[src/rtl/sleep_ctrl_pkg.sv]
// package for the sleep-mode clock gating controller
// shared by the controller top and its wake level filter
package sleep_ctrl_pkg;

  // ********************************************
  // control register layout and reset values
  // ********************************************
  localparam int unsigned SLEEP_ENABLE_BIT = 5;
  localparam int unsigned MODE_SELECT_HI_BIT = 4;
  localparam int unsigned MODE_SELECT_LO_BIT = 3;
  localparam logic [7:0] CORE_CTRL_RESET = 8'h00;

  // ********************************************
  // sleep mode codes
  // ********************************************
  typedef enum logic [1:0] {
    MODE_IDLE = 2'b00,
    MODE_NOISE_RED = 2'b01,
    MODE_POWER_DOWN = 2'b10,
    MODE_STANDBY = 2'b11
  } sleep_mode_e;

  // ********************************************
  // timing constants
  // ********************************************
  localparam int unsigned WAKE_HALT_CYCLES = 4;
  localparam int unsigned STANDBY_WAKE_CYCLES = 6;
  localparam int unsigned LEVEL_SAMPLES = 2;
  localparam int unsigned CLK_PERIOD_NS = 20;
  // nominal watchdog oscillator period, ns
  localparam int unsigned WDOG_OSC_PERIOD_NS = 1000;
  localparam int unsigned WDOG_TICK_CYCLES = WDOG_OSC_PERIOD_NS / CLK_PERIOD_NS;
  localparam int unsigned STARTUP_WIDTH = 16;

endpackage

[src/rtl/wake_level_filter.sv]
// two-sample level qualifier for power-down wake-up
// assumes wd_tick is a one-cycle pulse from the watchdog oscillator domain
`timescale 1ns/1ps
module wake_level_filter
  import sleep_ctrl_pkg::*;
(
  input wire logic clk_sys,
  input wire logic nrst,
  input wire logic enable,
  input wire logic wd_tick,
  input wire logic level_in,
  output logic qualified
);

  logic [1:0] samples_q;

  // shift in one sample per watchdog tick; cleared when not armed
  always_ff @(posedge clk_sys or negedge nrst)
  begin
    if (!nrst)
      samples_q <= 2'h0;
    else if (!enable)
      samples_q <= 2'h0;
    else if (wd_tick)
      samples_q <= {samples_q[0], level_in};
  end

  // both samples must show the level, and it must still be there
  assign qualified = enable && (&samples_q) && level_in;

endmodule

[src/rtl/sleep_ctrl.sv]
// sleep-mode controller: mode selection, clock gating, wake qualification
// assumes core, interrupt system and wake sources share clk_sys
`timescale 1ns/1ps

// Overview of operation
// - sleep entered only when enable flag set and sleep instruction executes
// - two-bit select: 00 idle, 01 noise reduction, 10 power-down, 11 standby
// - interrupt wake: halt four cycles beyond start-up, then run handler
// - register file and static memory kept unchanged through sleep
// - reset during sleep wakes the core at the reset vector
// - idle stops only core and program-memory clocks
// - idle wakes on any enabled interrupt
// - enabled converter starts a conversion entering idle or noise reduction
// - noise reduction stops io, core and program-memory clocks
// - noise reduction wakes only on listed sources
// - power-down stops oscillator and all clocks, limited wake sources
// - power-down wake waits start-up delay chosen by clock-source fuses
// - level or pin-change wake sampled twice by watchdog oscillator
// - wake source gone before execution: its interrupt is not serviced
// - standby is power-down with oscillator running, wakes in six cycles
// - enabled converter stays enabled; re-enable forces an extended conversion
// - comparator off in power-down and standby unless it uses the reference
// - fuse-enabled brown-out detector stays active in all sleep states
// - enabled watchdog keeps running in all sleep states
// - voltage reference on only when brown-out, comparator or converter need it
// - input buffers off when io and converter clocks stop, except wake pins
// - sleep enable at bit 5, mode select at bits 4 and 3, reset zero
module sleep_ctrl
  import sleep_ctrl_pkg::*;
#(
  parameter int unsigned STARTUP_CYCLES = 64
)
(
  input wire logic clk_sys,
  input wire logic nrst,
  input wire logic [7:0] core_control_register,
  input wire logic sleep_instr,
  input wire logic any_irq_pending,
  input wire logic irq_adc_done,
  input wire logic irq_usi_start,
  input wire logic irq_nvm_ready,
  input wire logic external_interrupt_pin_level,
  input wire logic pin_change_irq,
  input wire logic wake_reset,
  input wire logic wd_tick,
  input wire logic crystal_clock_option,
  input wire logic adc_enable,
  input wire logic comparator_disable_bit,
  input wire logic comparator_uses_ref,
  input wire logic brownout_fuse_enable,
  input wire logic watchdog_enable,
  input wire logic [7:0] wake_pin_mask,
  output logic clk_cpu_en,
  output logic clk_flash_en,
  output logic clk_io_en,
  output logic clk_adc_en,
  output logic osc_en,
  output logic core_halted,
  output logic irq_service_ok,
  output logic resume_at_reset,
  output logic adc_start_conv,
  output logic adc_power,
  output logic adc_extended_conv,
  output logic comparator_power,
  output logic brownout_power,
  output logic watchdog_run,
  output logic vref_power,
  output logic [7:0] input_buf_en,
  output logic [1:0] active_mode
);

  // ********************************************
  // state and helpers
  // ********************************************
  typedef enum logic [1:0] {
    ST_RUN = 2'b00,
    ST_SLEEP = 2'b01,
    ST_STARTUP = 2'b10,
    ST_HALT = 2'b11
  } ctrl_state_e;

  localparam logic [STARTUP_WIDTH-1:0] STANDBY_CNT = STARTUP_WIDTH'(STANDBY_WAKE_CYCLES);
  localparam logic [STARTUP_WIDTH-1:0] HALT_CNT = STARTUP_WIDTH'(WAKE_HALT_CYCLES);
  localparam logic [STARTUP_WIDTH-1:0] FUSE_CNT = STARTUP_WIDTH'(STARTUP_CYCLES);

  // refused at elaboration: the start-up counter must hold the figure
  if (STARTUP_CYCLES < 1 || STARTUP_CYCLES >= (1 << STARTUP_WIDTH))
  begin : g_bad_startup
    $error("STARTUP_CYCLES out of range");
  end

  // effective mode after the crystal check
  function automatic sleep_mode_e eff_mode(input logic [1:0] sel, input logic xtal);
    if (sel == MODE_STANDBY && !xtal)
      return MODE_POWER_DOWN;
    return sleep_mode_e'(sel);
  endfunction

  ctrl_state_e state_q;
  sleep_mode_e mode_q;
  logic [STARTUP_WIDTH-1:0] cnt_q;
  logic woke_by_reset_q;
  logic adc_en_prev_q;
  logic adc_ext_q;
  logic deep_sleep;
  logic level_wake;
  logic wake_event;
  logic sleep_go;

  assign sleep_go = sleep_instr && core_control_register[SLEEP_ENABLE_BIT];
  assign deep_sleep = (state_q == ST_SLEEP)
    && (mode_q == MODE_POWER_DOWN || mode_q == MODE_STANDBY);

  // ********************************************
  // level and pin-change qualification
  // ********************************************
  // in power-down/standby level wakes need two watchdog samples
  wake_level_filter u_filter (
    .clk_sys(clk_sys),
    .nrst(nrst),
    .enable(deep_sleep),
    .wd_tick(wd_tick),
    .level_in(external_interrupt_pin_level || pin_change_irq),
    .qualified(level_wake)
  );

  // per-mode wake source selection; anything else is ignored
  always_comb
  begin
    wake_event = 1'b0;
    unique case (mode_q)
      MODE_IDLE: wake_event = any_irq_pending;
      MODE_NOISE_RED: wake_event = irq_adc_done || irq_usi_start || irq_nvm_ready
        || external_interrupt_pin_level || pin_change_irq;
      MODE_POWER_DOWN,
      MODE_STANDBY: wake_event = irq_usi_start || level_wake;
    endcase
  end

  // ********************************************
  // sleep state machine
  // ********************************************
  // reset during sleep is handled by the async reset itself
  always_ff @(posedge clk_sys or negedge nrst)
  begin
    if (!nrst)
    begin
      state_q <= ST_RUN;
      mode_q <= MODE_IDLE;
      cnt_q <= '0;
    end
    else
    begin
      unique case (state_q)
        ST_RUN:
          if (sleep_go)
          begin
            mode_q <= eff_mode(core_control_register[MODE_SELECT_HI_BIT:MODE_SELECT_LO_BIT],
              crystal_clock_option);
            state_q <= ST_SLEEP;
          end
        ST_SLEEP:
          if (wake_event)
          begin
            state_q <= ST_STARTUP;
            if (mode_q == MODE_POWER_DOWN)
              cnt_q <= FUSE_CNT;
            else if (mode_q == MODE_STANDBY)
              cnt_q <= STANDBY_CNT;
            else
              cnt_q <= STARTUP_WIDTH'(1);
          end
        ST_STARTUP:
          if (cnt_q <= STARTUP_WIDTH'(1))
          begin
            state_q <= ST_HALT;
            cnt_q <= HALT_CNT;
          end
          else
            cnt_q <= cnt_q - STARTUP_WIDTH'(1);
        ST_HALT:
          if (cnt_q <= STARTUP_WIDTH'(1))
            state_q <= ST_RUN;
          else
            cnt_q <= cnt_q - STARTUP_WIDTH'(1);
      endcase
    end
  end

  // reset vector indication: set by reset, cleared once software sleeps
  always_ff @(posedge clk_sys or negedge nrst)
  begin
    if (!nrst)
      woke_by_reset_q <= 1'b1;
    else if (sleep_go && state_q == ST_RUN)
      woke_by_reset_q <= 1'b0;
  end

  // ********************************************
  // clock gating and oscillator
  // ********************************************
  // storage is never reset here: only clocks stop, contents stay
  always_ff @(posedge clk_sys or negedge nrst)
  begin
    if (!nrst)
    begin
      clk_cpu_en <= 1'b1;
      clk_flash_en <= 1'b1;
      clk_io_en <= 1'b1;
      clk_adc_en <= 1'b1;
      osc_en <= 1'b1;
      core_halted <= 1'b0;
    end
    else
    begin
      core_halted <= (state_q != ST_RUN);
      clk_cpu_en <= (state_q == ST_RUN) || (state_q == ST_HALT && cnt_q <= STARTUP_WIDTH'(1));
      clk_flash_en <= (state_q == ST_RUN) || (state_q == ST_HALT && cnt_q <= STARTUP_WIDTH'(1));
      // idle keeps io and converter clocks; noise reduction only converter
      clk_io_en <= (state_q != ST_SLEEP) || (mode_q == MODE_IDLE);
      clk_adc_en <= (state_q != ST_SLEEP) || (mode_q == MODE_IDLE)
        || (mode_q == MODE_NOISE_RED);
      osc_en <= (state_q != ST_SLEEP) || (mode_q != MODE_POWER_DOWN);
    end
  end

  // ********************************************
  // wake interrupt qualification
  // ********************************************
  // the wake cause must still be present when execution resumes
  always_ff @(posedge clk_sys or negedge nrst)
  begin
    if (!nrst)
      irq_service_ok <= 1'b0;
    else if (state_q == ST_HALT && cnt_q <= STARTUP_WIDTH'(1))
      // deep modes: the filter is idle by now, so the raw levels decide
      irq_service_ok <= wake_event || ((mode_q == MODE_POWER_DOWN || mode_q == MODE_STANDBY)
        && (external_interrupt_pin_level || pin_change_irq));
    else
      irq_service_ok <= 1'b0;
  end

  always_ff @(posedge clk_sys or negedge nrst)
  begin
    if (!nrst)
      resume_at_reset <= 1'b1;
    else
      resume_at_reset <= woke_by_reset_q || wake_reset;
  end

  // ********************************************
  // converter handling
  // ********************************************
  // auto start pulse on entry to idle or noise reduction
  always_ff @(posedge clk_sys or negedge nrst)
  begin
    if (!nrst)
      adc_start_conv <= 1'b0;
    else
      adc_start_conv <= sleep_go && state_q == ST_RUN && adc_enable
        && (eff_mode(core_control_register[MODE_SELECT_HI_BIT:MODE_SELECT_LO_BIT],
        crystal_clock_option) inside {MODE_IDLE, MODE_NOISE_RED});
  end

  // off-then-on sets the extended flag; the next start consumes it
  always_ff @(posedge clk_sys or negedge nrst)
  begin
    if (!nrst)
    begin
      adc_en_prev_q <= 1'b0;
      adc_ext_q <= 1'b1;
    end
    else
    begin
      adc_en_prev_q <= adc_enable;
      if (adc_enable && !adc_en_prev_q)
        adc_ext_q <= 1'b1;
      else if (adc_start_conv)
        adc_ext_q <= 1'b0;
    end
  end

  // ********************************************
  // analog keep-alive and input buffers
  // ********************************************
  always_ff @(posedge clk_sys or negedge nrst)
  begin
    if (!nrst)
    begin
      adc_power <= 1'b0;
      adc_extended_conv <= 1'b1;
      comparator_power <= 1'b0;
      brownout_power <= 1'b0;
      watchdog_run <= 1'b0;
      vref_power <= 1'b0;
      input_buf_en <= 8'hFF;
      active_mode <= 2'h0;
    end
    else
    begin
      adc_power <= adc_enable;
      adc_extended_conv <= adc_ext_q;
      comparator_power <= !comparator_disable_bit
        && (!deep_sleep || comparator_uses_ref);
      brownout_power <= brownout_fuse_enable;
      watchdog_run <= watchdog_enable;
      vref_power <= brownout_fuse_enable || adc_enable
        || (!comparator_disable_bit && comparator_uses_ref);
      // both io and converter clocks stop only in power-down and standby
      input_buf_en <= deep_sleep ? wake_pin_mask : 8'hFF;
      active_mode <= mode_q;
    end
  end

endmodule

[config.mk]
export PLATFORM = sky130hd
export DESIGN_NAME = sleep_ctrl
export DESIGN_NICKNAME = d
export VERILOG_FILES = /design/src/rtl/sleep_ctrl_pkg.sv /design/src/rtl/wake_level_filter.sv /design/src/rtl/sleep_ctrl.sv
export SDC_FILE = /design/constraint.sdc
export NUM_CORES = 1
export LEC_CHECK = 0
export ABC_AREA = 1
export BUFFER_PORTS_ARGS = -buffer_cell sky130_fd_sc_hd__buf_2
export CAP_MARGIN = 25
export CORE_UTILIZATION = 45
export DETAILED_ROUTE_END_ITERATION = 6
export HOLD_SLACK_MARGIN = 0.15
export PLACE_DENSITY = 0.71
export SETUP_SLACK_MARGIN = 0.05
export SLEW_MARGIN = 5
export SYNTH_ARGS = -nofsm -noshare
export SYNTH_HDL_FRONTEND = slang
export SYNTH_SLANG_ARGS = --single-unit
[constraint.sdc]
create_clock -name clk_sys -period 1.59 [get_ports clk_sys]
set_clock_uncertainty 0.1 [all_clocks]
set_input_delay 0.2385 -clock clk_sys [delete_from_list [all_inputs] [get_ports clk_sys]]
set_output_delay 0.2385 -clock clk_sys [all_outputs]
set_load 0.02 [all_outputs]
==> impl_metrics.csv <==
group,metric,value,unit
timing,fmax,0.596,GHz
place,dp.cells,497,
routing,wire_per_inst,12.3,µm
worst_setup_path,cp.required,1.73,ns
final_layout,area_delta_synth_final,48.8,%
timing,worst_pin_slew,0.301,ns
final_layout,final_nets,498,
timing,rsz0062_at_grt,"yes",
synthesis,yosysMostFrequentCell,"nand2_1",
final_layout,multi_input_area,1300,µm²
die,dieArea,5990,µm²
worst_setup_path,critPathLaunchType,"flop",
final_layout,drive_gt1_share,42.4,%
pwr,p_leak,2.04,nW
routing,first_iter_violations,148,
worst_setup_path,end_kind,"flop",
final_layout,register_area,1220,µm²
global_route,grt_pass1_wl,11.0,mm
synthesis,synth_compound_area_share,3.81,%
clock_network,clock-sinks,48,
worst_setup_path,r2r-end,"cnt_q[14]$_DFFE_PN0P_",
die,row_count,27,
synthesis,synth-xor-area-share,1.71,%
die,initial_core_util,46.5,%
synthesis,netlist.area_leader.share,31.3,%
synthesis,yosysSeqAreaShare,47.7,%
final_layout,final_util,69.1,%
run_status,violations,"setup timing",
worst_setup_path,rr_startpoint,"cnt_q[1]$_DFFE_PN0P_",
worst_setup_path,cpMaxStageDelayCell,"dfrtp_1",
pwr,powerDensity,2160,nW/µm²
timing,finalCritPeriodShare,105,%
synthesis,synth.area.top_cells,"dfrtp_1 (31%), nand2_1 (18%), dfstp_2 (16%), nand3_1 (5.1%), inv_1 (5.0%)",
min_path,hp-class,"in -> reg",
clock_network,cts_buffers,5,
global_route,antenna_found_initial,0,
die,io_pins,58,
min_path,hold_end,"adc_start_conv$_DFF_PN0_",
synthesis,synth_edf_count,0,
worst_setup_path,crit_type,"reg -> reg",
global_route,first_global_vias,2583,
synthesis,syn-cell-area,2560,µm²
timing,whs,0.135,ns
routing,postRouteAntennaNets,0,
worst_setup_path,arrival,1.82,ns
worst_setup_path,worstPathMaxFanout,6,
synthesis,synthSimpleGateAreaFrac,35.9,%
clock_network,cts_root_buf,"clkbuf_8",
place,place_area,3280,µm²
clock_network,clkLatencyLatePin,0.31,ns
final_layout,fin_cells,532,
synthesis,async_flop_share,100,%
place,gp_congestion,0.861,
clock_network,cts_tree,"yes",
worst_setup_path,regToRegSetupSlack,-0.09,ns
synthesis,synthTopCellsByCount,"nand2_1 (120), inv_1 (34), dfrtp_1 (32), nor2_1 (30), nand3_1 (26)",
clock_network,cts_buffer_depth,2,
routing,dr.pass1.iters,4,
routing,drt-total-wl,6.55,mm
synthesis,synth_flop_cell,"dfrtp_1",
place,place_hpwl,4.34,mm
timing,hold_violations,0,
global_route,grt_overflow_total,0,
global_route,grt_max_degree,49,
synthesis,synthMuxAreaShare,0,%
synthesis,syn-instance-count,331,
worst_setup_path,crit_chain,"inv_2 > ha_2 > o21ai_2 > nor2_2 > nand3_2 > nand2_2 > inv_2 > nand2_4 > buf_6 > nand2_1 > nand2_1",
synthesis,synth_area_leader_cell,"dfrtp_1",
run_status,outcome,"finished with violations",
timing,post-route-min-period,1.68,ns
die,die_y,77.4,µm
timing,slew_headroom,79.8,%
final_layout,n_antenna_cell,0,
timing,setup_viol,19,
synthesis,synth_nets,370,
die,die_x,77.4,µm
clock_network,clkSlewWorstSetupHoldPaths,0.09,ns
timing,fin_tns_setup,-1.26,ns
place,io_buffers,52,
clock_network,htree_num_levels,2,
synthesis,synth_area_per_cell,7.73,µm²
pwr,ir_drop,1.09,mV
synthesis,synth_top_family_by_area,"simple AND/OR/NAND/NOR gates",
timing,setup_slack,-0.0868,ns
synthesis,ys_warn_count,0,
final_layout,final_area,3810,µm²
routing,route.vias.total,2539,
worst_setup_path,r2r_cells,11,
final_layout,fill_cells,416,
synthesis,synthAdderAreaFrac,2.93,%
worst_setup_path,cp_slowest_stage_delay,0.40,ns
job,maxCapViolCount,0,
global_route,track_usage,23.1,%
synthesis,synth_seq_cells,48,
min_path,hold_depth,3,
min_path,hp-start,"sleep_instr",
routing,viasPerCell,4.77,
die,core-area,5510,µm²
synthesis,ys_types,31,
routing,drc_errors,0,
timing,report.final.slew_viol_count,0,
cell families after synthesis:
| logic type | count (synthesis) |
|---|---|
| adder cells (fa/ha/maj) | 6 |
| AO/OA/AOI/OAI | 18 |
| buffers and inverters | 45 |
| flip-flops | 48 |
| XOR/XNOR | 5 |
| AND/OR/NAND/NOR | 209 |
power by group:
part           total [mW]  internal, mW  leakage [nW]  switching (mW)
sequential           1.82          1.62         0.581           0.204
combinational        5.46          2.36          1.40            3.10
clock               0.922         0.502        0.0618           0.419
total                8.21          4.48          2.04            3.73
sequential cells by signal (all words and copies together), names as in the netlist, 2 cells and up:
name                flops
active_mode             2
state_q                 2
mode_q                  2
cnt_q                  16
input_buf_en            8
u_filter.samples_q      2
per-stage QoR:
step,setup slack [ns],power [mW]
final,-0.0868,8.21
after global routing,-0.201,8.89
after CTS,-0.0699,7.78
after detailed placement,-0.231,6.44
after global placement,-0.170,6.32
after floorplan,-0.0760,4.79
critical path: cells and delay by family (launching register included):
family	cells	cell delay (ns)
flip-flops	1	0.40
adder cells (fa/ha/maj)	1	0.20
buffers and inverters	3	0.28
AO/OA/AOI/OAI	1	0.07
AND/OR/NAND/NOR	6	0.57
metal layers:
| layer | wire (µm) | vias up | track usage [%] |
|---|---|---|---|
| met5 | 0 | - | 0 |
| met4 | 143 | 0 | 12.6 |
| met3 | 257 | 18 | 3.65 |
| met2 | 3310 | 72 | 38.8 |
| met1 | 2840 | 1164 | 28.1 |
| li1 | - | 1285 | - |
layout by cell type, fill, tap and decap left out, types with 2 or more instances in the layout:
master,synthesis,routed
a21oi_1,2,2
inv_1,34,31
buf_2,1,52
buf_12,0,2
clkbuf_16,0,2
xor2_2,0,2
nand2_1,120,110
nand2_2,3,12
nand2_4,1,2
nand4_1,8,8
o21ai_0,11,10
dfrtp_1,32,32
inv_2,2,5
xor2_1,4,2
nor2_2,2,11
ha_1,6,3
buf_4,3,51
nor2_1,30,17
nand3_2,2,7
dfstp_2,16,16
buf_6,1,5
or2_2,10,10
clkbuf_8,0,5
dlygate4sd3_1,0,19
nand3_1,26,21
nor2_4,2,6
nor3_1,4,4
ha_4,0,2
final cells by class:
cell class	count	share of cell area, %
clock buffers	8	3.22
repair buffers	129	24.4
multi-input cells	238	34.1
well taps	72	2.37
flip-flops and latches	48	32.1
inverters	37	3.78
worst max path at each step:
stage / from / to / slack, ns / cells after the start
floorplan: state_q[1]$_DFFE_PN0P_ / cnt_q[3]$_DFFE_PN0P_ / -0.08 / 13
global placement: cnt_q[0]$_DFFE_PN0P_ / cnt_q[3]$_DFFE_PN0P_ / -0.17 / 9
detailed placement: cnt_q[0]$_DFFE_PN0P_ / cnt_q[14]$_DFFE_PN0P_ / -0.23 / 9
CTS: state_q[1]$_DFFE_PN0P_ / cnt_q[14]$_DFFE_PN0P_ / -0.07 / 12
global route: state_q[1]$_DFFE_PN0P_ / cnt_q[15]$_DFFE_PN0P_ / -0.20 / 12
finish: cnt_q[1]$_DFFE_PN0P_ / cnt_q[14]$_DFFE_PN0P_ / -0.09 / 11
timing repair:
| action | CTS | global route |
|---|---|---|
| hold buffers | 19 | 0 |
| buffers inserted | 5 | 4 |
| setup endpoints to repair | 19 | 31 |
| endpoints found under the hold margin | 68 | 0 |
| pin swaps | 11 | 12 |
| resized for setup | 20 | 25 |
No activity file was read; power rests on OpenSTA's default activity.
